### src/rtl/intc_mode_regs.svh
// Purpose: Offsets, field positions, reset values of the mode block
// Assumes: 32-bit AXI4-Lite data, byte addresses
// Notes: Registers sit in the low byte of each word
`ifndef INTC_MODE_REGS_SVH
`define INTC_MODE_REGS_SVH
`define MODE_CTRL_OFFSET 4'h0
`define PRIO_CTRL_OFFSET 4'h4
`define PRIO_INPUT_OFFSET 4'h8
`define MODE_CTRL_RESET 8'h00
`define PRIO_CTRL_RESET 8'h00
`define MODE_CTRL_WMASK 8'h38
`define PRIO_CTRL_WMASK 8'h8f
`define MODE_SEL_HI_BIT 5
`define MODE_SEL_LO_BIT 4
`define NMI_EDGE_BIT 3
`define ARB_ENABLE_BIT 7
`define AUTO_SET_BIT 3
`define MODE0_CODE 2'b00
`define MODE2_CODE 2'b10
`define RESP_OKAY 2'b00
`define RESP_SLVERR 2'b10
`endif

### src/rtl/intc_mode_pkg.sv
// Purpose: Types of the interrupt mode and CPU priority block
// Assumes: Nothing beyond the register header
// Notes: Structs carry the packed control fields
package intc_mode_pkg;
    typedef enum logic [1:0] {
        ctl_mode0 = 2'b00,
        ctl_mode2 = 2'b10
    } ctl_mode_t;
    typedef struct packed {
        logic arb_enable;
        logic auto_set;
        logic [2:0] level;
    } cpu_prio_t;
    typedef enum logic [1:0] {
        bus_idle = 2'b01,
        bus_resp = 2'b10
    } bus_state_t;
endpackage : intc_mode_pkg

### src/rtl/intc_mode_ctrl.sv
// Purpose: Interrupt control mode, NMI edge and CPU/DMA priority registers
// Assumes: Inputs synchronous to sys_clk; one AXI4-Lite master
// Notes: Prohibited mode codes are stored as written; see handover
`timescale 1ns/1ps
`include "intc_mode_regs.svh"
// Overview of operation
// - Mode code 00 selects mode 0, masking by the single mask bit only.
// - Mode code 10 selects mode 2, masking by the three-bit mask and sources.
// - Edge select 0 raises a nonmaskable request on a falling input edge.
// - Edge select 1 raises a nonmaskable request on a rising input edge.
// - Mode register bits 7, 6 and 2 to 0 read zero, ignore writes.
// - Arbitration enable 0 gives the CPU the lowest priority against DMA.
// - Arbitration enable 1 lets the CPU arbitrate with its three-bit level.
// - Priority level is binary, 000 lowest through 111 highest.
// - Auto set 1 loads the level continuously from the current CPU mask.
// - While auto set is 1, software writes to the level are ignored.
// - While auto set is 0, the level holds its last value and changes only on a software write.
// - Priority register bits 6 to 4 read zero; software writes zero.
// - In mode 2 each maskable source carries a level 7 down to 0.
module intc_mode_ctrl #(
    parameter int LEVEL_W = 3
) (
    input wire logic sys_clk,
    input wire logic rst_n,
    input wire logic [3:0] s_axi_awaddr,
    input wire logic s_axi_awvalid,
    output logic s_axi_awready,
    input wire logic [31:0] s_axi_wdata,
    input wire logic [3:0] s_axi_wstrb,
    input wire logic s_axi_wvalid,
    output logic s_axi_wready,
    output logic [1:0] s_axi_bresp,
    output logic s_axi_bvalid,
    input wire logic s_axi_bready,
    input wire logic [3:0] s_axi_araddr,
    input wire logic s_axi_arvalid,
    output logic s_axi_arready,
    output logic [31:0] s_axi_rdata,
    output logic [1:0] s_axi_rresp,
    output logic s_axi_rvalid,
    input wire logic s_axi_rready,
    input wire logic nmi_in,
    input wire logic ccr_mask_bit,
    input wire logic [LEVEL_W-1:0] exr_mask,
    input wire logic [LEVEL_W-1:0] source_level,
    input wire logic source_req,
    output logic nmi_request,
    output logic mode2_active,
    output logic [LEVEL_W-1:0] cpu_arb_level,
    output logic [LEVEL_W-1:0] source_arb_level,
    output logic maskable_accept
);
    logic rst_meta_n;
    logic rst_sync_n;
    logic [1:0] mode_sel;
    logic nmi_edge_sel;
    intc_mode_pkg::cpu_prio_t prio;
    logic nmi_prev;
    intc_mode_pkg::bus_state_t wstate;
    intc_mode_pkg::bus_state_t rstate;
    logic [3:0] aw_addr;
    logic aw_held;
    logic [7:0] w_byte;
    logic w_ok;
    logic w_held;

    // Reset release through two flops so deassertion is clean
    always_ff @(posedge sys_clk or negedge rst_n) begin
        if (!rst_n) begin
            rst_meta_n <= 1'b0;
            rst_sync_n <= 1'b0;
        end else begin
            rst_meta_n <= 1'b1;
            rst_sync_n <= rst_meta_n;
        end
    end

    // Register images as read back; unused bits stay zero
    wire [7:0] mode_ctrl_img = {2'b00, mode_sel, nmi_edge_sel, 3'b000};
    wire [7:0] prio_ctrl_img = {prio.arb_enable, 3'b000, prio.auto_set,
                                prio.level};

    // Write decode, both channels taken before a write lands
    wire do_write = aw_held && w_held && (wstate == intc_mode_pkg::bus_idle);
    wire wr_mode = do_write && aw_addr == `MODE_CTRL_OFFSET && w_ok;
    wire wr_prio = do_write && aw_addr == `PRIO_CTRL_OFFSET && w_ok;
    wire wr_known = aw_addr == `MODE_CTRL_OFFSET ||
                    aw_addr == `PRIO_CTRL_OFFSET;
    wire [7:0] mode_wval = w_byte & `MODE_CTRL_WMASK;
    wire [7:0] prio_wval = w_byte & `PRIO_CTRL_WMASK;

    // Current CPU mask widened to a level; mode 0 mask maps to 0 or 7
    wire is_mode2 = mode_sel == `MODE2_CODE;
    wire [LEVEL_W-1:0] cur_mask = is_mode2 ? exr_mask :
        {LEVEL_W{ccr_mask_bit}};

    // Level source: hardware in auto mode, software write otherwise
    wire [LEVEL_W-1:0] next_level =
        prio.auto_set ? cur_mask :
        wr_prio ? prio_wval[LEVEL_W-1:0] :
        prio.level;
    wire next_auto = wr_prio ? prio_wval[`AUTO_SET_BIT] : prio.auto_set;
    wire next_arb = wr_prio ? prio_wval[`ARB_ENABLE_BIT] : prio.arb_enable;

    // Edge detect on the nonmaskable input by selected polarity
    wire nmi_fall = nmi_prev && !nmi_in;
    wire nmi_rise = !nmi_prev && nmi_in;
    wire next_nmi_req = nmi_edge_sel ? nmi_rise : nmi_fall;

    // Mask gate: mode 0 uses the single bit, mode 2 compares levels
    wire next_accept = is_mode2 ?
        (source_req && source_level > exr_mask) :
        (source_req && !ccr_mask_bit);

    // Arbitration level: lowest unless enabled, binary level otherwise
    wire [LEVEL_W-1:0] next_cpu_arb = prio.arb_enable ? prio.level :
        {LEVEL_W{1'b0}};

    // Control registers
    always_ff @(posedge sys_clk or negedge rst_sync_n) begin
        if (!rst_sync_n) begin
            mode_sel <= `MODE0_CODE;
            // Both register images reset to all zeros
            nmi_edge_sel <= 1'b0;
            prio <= '0;
        end else begin
            if (wr_mode) begin
                mode_sel <= {mode_wval[`MODE_SEL_HI_BIT],
                             mode_wval[`MODE_SEL_LO_BIT]};
                nmi_edge_sel <= mode_wval[`NMI_EDGE_BIT];
            end
            prio <= {next_arb, next_auto, next_level};
        end
    end

    // Output flops for the arbitration and request side
    always_ff @(posedge sys_clk or negedge rst_sync_n) begin
        if (!rst_sync_n) begin
            nmi_prev <= 1'b1;
            nmi_request <= 1'b0;
            mode2_active <= 1'b0;
            cpu_arb_level <= '0;
            source_arb_level <= '0;
            maskable_accept <= 1'b0;
        end else begin
            nmi_prev <= nmi_in;
            nmi_request <= next_nmi_req;
            mode2_active <= is_mode2;
            cpu_arb_level <= next_cpu_arb;
            source_arb_level <= is_mode2 ? source_level : '0;
            maskable_accept <= next_accept;
        end
    end

    // Write channel: hold address and data until both are in hand
    always_ff @(posedge sys_clk or negedge rst_sync_n) begin
        if (!rst_sync_n) begin
            wstate <= intc_mode_pkg::bus_idle;
            aw_held <= 1'b0;
            w_held <= 1'b0;
            aw_addr <= '0;
            w_byte <= '0;
            w_ok <= 1'b0;
            s_axi_awready <= 1'b0;
            s_axi_wready <= 1'b0;
            s_axi_bvalid <= 1'b0;
            s_axi_bresp <= `RESP_OKAY;
        end else begin
            s_axi_awready <= !aw_held && !s_axi_awready && s_axi_awvalid &&
                             wstate == intc_mode_pkg::bus_idle;
            s_axi_wready <= !w_held && !s_axi_wready && s_axi_wvalid &&
                            wstate == intc_mode_pkg::bus_idle;
            if (s_axi_awvalid && s_axi_awready) begin
                aw_held <= 1'b1;
                aw_addr <= {s_axi_awaddr[3:2], 2'b00};
            end
            if (s_axi_wvalid && s_axi_wready) begin
                w_held <= 1'b1;
                w_byte <= s_axi_wdata[7:0];
                w_ok <= s_axi_wstrb[0];
            end
            unique case (wstate)
                intc_mode_pkg::bus_idle: begin
                    if (do_write) begin
                        wstate <= intc_mode_pkg::bus_resp;
                        s_axi_bvalid <= 1'b1;
                        s_axi_bresp <= wr_known ? `RESP_OKAY : `RESP_SLVERR;
                        aw_held <= 1'b0;
                        w_held <= 1'b0;
                    end
                end
                intc_mode_pkg::bus_resp: begin
                    if (s_axi_bready) begin
                        wstate <= intc_mode_pkg::bus_idle;
                        s_axi_bvalid <= 1'b0;
                    end
                end
            endcase
        end
    end

    // Read decode; the input port word shows the live CPU mask
    wire [3:0] rd_addr = {s_axi_araddr[3:2], 2'b00};
    wire [31:0] rd_word =
        rd_addr == `MODE_CTRL_OFFSET ? {24'h000000, mode_ctrl_img} :
        rd_addr == `PRIO_CTRL_OFFSET ? {24'h000000, prio_ctrl_img} :
        {29'h00000000, cur_mask};
    wire rd_known = rd_addr == `MODE_CTRL_OFFSET ||
                    rd_addr == `PRIO_CTRL_OFFSET ||
                    rd_addr == `PRIO_INPUT_OFFSET;

    // Read channel: one read at a time
    always_ff @(posedge sys_clk or negedge rst_sync_n) begin
        if (!rst_sync_n) begin
            rstate <= intc_mode_pkg::bus_idle;
            s_axi_arready <= 1'b0;
            s_axi_rvalid <= 1'b0;
            s_axi_rdata <= '0;
            s_axi_rresp <= `RESP_OKAY;
        end else begin
            s_axi_arready <= 1'b0;
            unique case (rstate)
                intc_mode_pkg::bus_idle: begin
                    if (s_axi_arvalid && !s_axi_arready) begin
                        s_axi_arready <= 1'b1;
                        s_axi_rvalid <= 1'b1;
                        s_axi_rdata <= rd_known ? rd_word : 32'h00000000;
                        s_axi_rresp <= rd_known ? `RESP_OKAY : `RESP_SLVERR;
                        rstate <= intc_mode_pkg::bus_resp;
                    end
                end
                intc_mode_pkg::bus_resp: begin
                    if (s_axi_rready) begin
                        s_axi_rvalid <= 1'b0;
                        rstate <= intc_mode_pkg::bus_idle;
                    end
                end
            endcase
        end
    end

    // Checks next to the logic
    a_auto_level_follow: assert property (
        @(posedge sys_clk) disable iff (!rst_sync_n)
        prio.auto_set |=> prio.level == $past(cur_mask))
        else $error("auto level did not follow mask");
    a_level_hold_manual: assert property (
        @(posedge sys_clk) disable iff (!rst_sync_n)
        (!prio.auto_set && !wr_prio) |=> $stable(prio.level))
        else $error("manual level changed without write");
    a_lowest_when_off: assert property (
        @(posedge sys_clk) disable iff (!rst_sync_n)
        !prio.arb_enable |=> cpu_arb_level == 3'h0)
        else $error("cpu not lowest while disabled");
    a_level_when_on: assert property (
        @(posedge sys_clk) disable iff (!rst_sync_n)
        prio.arb_enable |=> cpu_arb_level == $past(prio.level))
        else $error("cpu level not used while enabled");
    // Edge checks skip the first edge after reset, where the previous
    // pin sample still belongs to the reset period
    a_nmi_fall_edge: assert property (
        @(posedge sys_clk) disable iff (!rst_sync_n)
        ($past(rst_sync_n) && !nmi_edge_sel && $fell(nmi_in)) |=>
            nmi_request)
        else $error("falling nmi edge missed");
    a_nmi_rise_edge: assert property (
        @(posedge sys_clk) disable iff (!rst_sync_n)
        ($past(rst_sync_n) && nmi_edge_sel && $rose(nmi_in)) |=>
            nmi_request)
        else $error("rising nmi edge missed");
    // Reserved bits are checked on the bus, where software sees them
    a_mode_reserved_zero: assert property (
        @(posedge sys_clk) disable iff (!rst_sync_n)
        ($rose(s_axi_rvalid) && $past(rd_addr == `MODE_CTRL_OFFSET)) |->
            (s_axi_rdata & ~{24'h000000, `MODE_CTRL_WMASK}) == 32'h0)
        else $error("mode reserved bits not zero");
    a_prio_reserved_zero: assert property (
        @(posedge sys_clk) disable iff (!rst_sync_n)
        ($rose(s_axi_rvalid) && $past(rd_addr == `PRIO_CTRL_OFFSET)) |->
            (s_axi_rdata & ~{24'h000000, `PRIO_CTRL_WMASK}) == 32'h0)
        else $error("priority reserved bits not zero");
    a_mode0_gate: assert property (
        @(posedge sys_clk) disable iff (!rst_sync_n)
        (!is_mode2 && ccr_mask_bit) |=> !maskable_accept)
        else $error("mode 0 accepted while masked");
    // A manual write must land whole when hardware does not own the level
    a_level_write_lands: assert property (
        @(posedge sys_clk) disable iff (!rst_sync_n)
        (!prio.auto_set && wr_prio) |=> prio.level == $past(prio_wval[2:0]))
        else $error("manual level write lost");
    // Mode 2 gate: a source at or below the mask is held off
    a_mode2_gate: assert property (
        @(posedge sys_clk) disable iff (!rst_sync_n)
        (is_mode2 && source_level <= exr_mask) |=> !maskable_accept)
        else $error("mode 2 accepted at or below mask");
    a_mode2_accept: assert property (
        @(posedge sys_clk) disable iff (!rst_sync_n)
        (is_mode2 && source_req && source_level > exr_mask) |=>
            maskable_accept)
        else $error("mode 2 refused above mask");
endmodule : intc_mode_ctrl

### config.mk
export PLATFORM = sky130hd
export DESIGN_NAME = intc_mode_ctrl
export DESIGN_NICKNAME = d
export VERILOG_FILES = /design/src/rtl/intc_mode_pkg.sv /design/src/rtl/intc_mode_ctrl.sv
export VERILOG_INCLUDE_DIRS = /design/src /design/src/rtl
export SDC_FILE = /design/constraint.sdc
export NUM_CORES = 1
export LEC_CHECK = 0
export ABC_AREA = 1
export BUFFER_PORTS_ARGS = -buffer_cell sky130_fd_sc_hd__buf_2
export CAP_MARGIN = 20
export CORE_MARGIN = 1.5
export CORE_UTILIZATION = 41
export CTS_CLUSTER_SIZE = 40
export DETAILED_ROUTE_END_ITERATION = 6
export GPL_TIMING_DRIVEN = 0
export MAX_ROUTING_LAYER = met4
export PLACE_DENSITY = 0.82
export SETUP_SLACK_MARGIN = 0.1
export SLEW_MARGIN = 10
export SYNTH_ARGS = -nofsm -noshare
export SYNTH_HDL_FRONTEND = slang
export SYNTH_SLANG_ARGS = --single-unit
export TNS_END_PERCENT = 30
### constraint.sdc
create_clock -name sys_clk -period 1.3 [get_ports sys_clk]
set_input_delay 0.13 -clock sys_clk [delete_from_list [all_inputs] [get_ports sys_clk]]
set_output_delay 0.13 -clock sys_clk [all_outputs]
set_load 0.01 [all_outputs]
==> results.ini <==
[outcome]
run_status = finished clean

[logic_synthesis]
yosysUniqueCellTypes = 25
yosysWarningCount = 0
post_synth_inst_count = 231
syn_area_um2 = 2210
ys_ff_latch = 48
synth_top_area_frac = 0.510
ys_seq_area_frac = 0.546
synthDominantAreaCellType = dfrtp_1
post_synth_main_area_contributors = dfrtp_1, buf_4, nand2_1
synth_area_per_cell_um2 = 9.55

[timing]
timing.final.ws_setup_ns = 0.0979
finalSetupTns_ns = 0
fmax_mhz = 832
rsz0062_at_grt = true
final_min_period_over_clock_period = 0.925
min_period_ns = 1.20
fin_worst_hold_slack_ns = 0.00754
worst_relative_slew_slack = 0.621
timing.final.hold_violations = 0
setup_viol = 0
final.setup_skew_ns = 0.0121
timing_worst_slew_pin_value_ns = 0.569
final_max_slew_viol_count = 0

[finish]
finish.instance_area_um2 = 2860
fill_count = 489
antenna_cells = 0
multiInputGateArea_um2 = 843
final_net_count = 383
drive_above_1_share = 0.411
regArea_um2 = 1210
layout-area-overhead-vs-synth_pct = 29.4
stdcell_count = 391

[min_path]
worstHoldPathType = input pin to flop

[route]
first_iter_violations = 42
vias = 1653
avgRoutedWirePerCell_um = 10.6
post_drt_antenna_nets = 0
drc_violation_count_after_routing = 0
avgViaCountPerCell = 4.23
route.final.wire_length_um = 4140
router_iterations_before_antenna_repair = 3

[worst_setup_path]
critical_path.cell_chain = inv_2, nor2_4, nand2_2, buf_6, nand2_1, o21ai_1
timing.setup.critical_path_class = flop to flop
worst-endpoint-arrival_ns = 1.39
critPathRequiredTime_ns = 1.49
endpoint_kind = flop
start_kind = flop
critPathMaxStageDelay_ns = 0.54
critPathMaxFanout = 5
timing.critical_path.slowest_stage_cell = dfstp_2

[global_routing]
grt.overflow.total = 0
grt_antenna_before_repair = 0
grt_pass1_vias = 1611
grt_total_usage = 0.153
grt_first_pass_wirelength_um = 6920
grt_max_degree = 47

[floorplan]
num_io_pins = 110
core_area_um2 = 5140
die_h_um = 76.4
die_area_um2 = 5830
rows = 26
start_util = 0.429
die_w_um = 76.4

[clock_tree]
worst_skew_pair.late_latency_ns = 0.31
cts-buffers-inserted = 5
clk_pin_slew_ns = 0.09
ctsLongestPathBuffers = 2
clkSinkCount = 48
tritoncts = yes
cts_root_buffer = clkbuf_8
cts.htree.levels = 2

[placed_design]
post-place-cells = 377
placement.setup.worst_slack_ns = 0.119
dp_hpwl_um = 3040
routability_cong = 0.800
numPortBuffers = 50
placement.cell_area_um2 = 2640

[pwr]
worst_ir_drop_vdd_uv = 843
total_power_divided_by_cell_area_nw_per_um2 = 1390
leakagePower_nw = 1.63

[job]
cap_viol_max_count = 0

sequential cells by signal, summed over array words and instances (netlist names), 2 cells and up:
| register | flops |
|---|---|
| cpu_arb_level | 3 |
| aw_addr | 2 |
| w_byte | 7 |
| s_axi_rdata | 7 |
| prio | 5 |
| source_arb_level | 3 |
| mode_sel | 2 |
cell type report:
type / instances / share of cell area
multi-input combinational: 155 / 0.295
buffer: 29 / 0.0789
clock buffer: 6 / 0.0289
inverter: 25 / 0.0329
timing repair buffer: 56 / 0.106
tap: 70 / 0.0307
sequential: 48 / 0.423
clock inverter: 2 / 0.00351
cells by family (layout without fill, tap and decap cells):
group / count (synthesis) / after routing / share of synthesized area
AOI/OAI and AO/OA: 18 / 18 / 0.0431
adders and majority gates: 3 / 3 / 0.0170
buffers and inverters: 54 / 118 / 0.142
DFF: 48 / 48 / 0.546
muxes: 8 / 8 / 0.0408
other: 2 / 28 / 0.00340
and+or+nand+nor: 98 / 98 / 0.208
layer usage:
metal / GRT usage / vias to the layer above / routed length [um]
met5: - / - / 0
met4: 0.0519 / 0 / 74
met3: 0.0515 / 7 / 256
met2: 0.260 / 49 / 2100
met1: 0.168 / 744 / 1710
li1: - / 853 / -
power by group:
| group | switching (mW) | internal (mW) |
|---|---|---|
| sequential | 0.240 | 1.85 |
| clock | 0.489 | 0.425 |
| combinational | 0.506 | 0.457 |
| total | 1.23 | 2.73 |
cell usage after synthesis (all sizes together):
master  instances
nand2          52
dfrtp          45
buf            29
inv            25
nand3          19
nor2           19
a21oi          11
mux2            8
o21ai           5
dfstp           3
ha              3
nand4           3
nor3            3
conb            2
or2             2
a22oi           1
o21a            1
final timing paths:
kind / startpoint / end / slack, ns / cells after the start
worst max-delay path: rstate[0]$_DFFE_PN1P_ / s_axi_rdata[5]$_DFFE_PN0P_ / 0.1 / 6
worst min-delay path: s_axi_rready / s_axi_rvalid$_DFFE_PN0P_ / 0.008 / 2
worst max register to register: rstate[0]$_DFFE_PN1P_ / s_axi_rdata[5]$_DFFE_PN0P_ / 0.1 / 6
worst min register to register: rst_sync_n$_DFF_PN0_ / source_arb_level[0]$_DFF_PN0_ / 0.32 / 0
max in group asynchronous: rst_sync_n$_DFF_PN0_ / wstate[0]$_DFFE_PN1P_ / 0.58 / 0
min in group asynchronous: rst_n / rst_sync_n$_DFF_PN0_ / 0.14 / 2
stage by stage:
stage	util	power, mW
floorplan	-	2.70
global placement	0.514	2.95
detailed placement	0.514	3.01
CTS	0.536	3.92
global route	0.556	4.22
finish	0.556	3.97
cells in the final DEF, fill, tap and decap left out, types with 4 or more instances in the layout:
cell type / n
buf_4: 30
clkbuf_8: 6
a21oi_1: 11
nor2_4: 5
inv_1: 18
nand3_1: 16
inv_2: 7
nor2_1: 11
conb_1: 28
o21ai_1: 4
nand2_1: 41
nand2_4: 4
nand2_2: 7
dfrtp_1: 44
buf_2: 50
mux2_2: 8
critical path, delay by kind of cell (launching register included):
| family | cells | cell delay [ns] |
|---|---|---|
| AOI/OAI and AO/OA | 1 | 0.05 |
| and+or+nand+nor | 3 | 0.30 |
| DFF | 1 | 0.54 |
| buffers and inverters | 2 | 0.20 |
timing repair:
action | CTS | global route
buffers inserted | 0 | 2
gates resized for setup | 0 | 23
endpoints found under the hold margin | 3 | 0
endpoints found under the setup margin | 0 | 57
hold buffers | 2 | 0
Note: power is estimated with default switching activity, not from simulation.
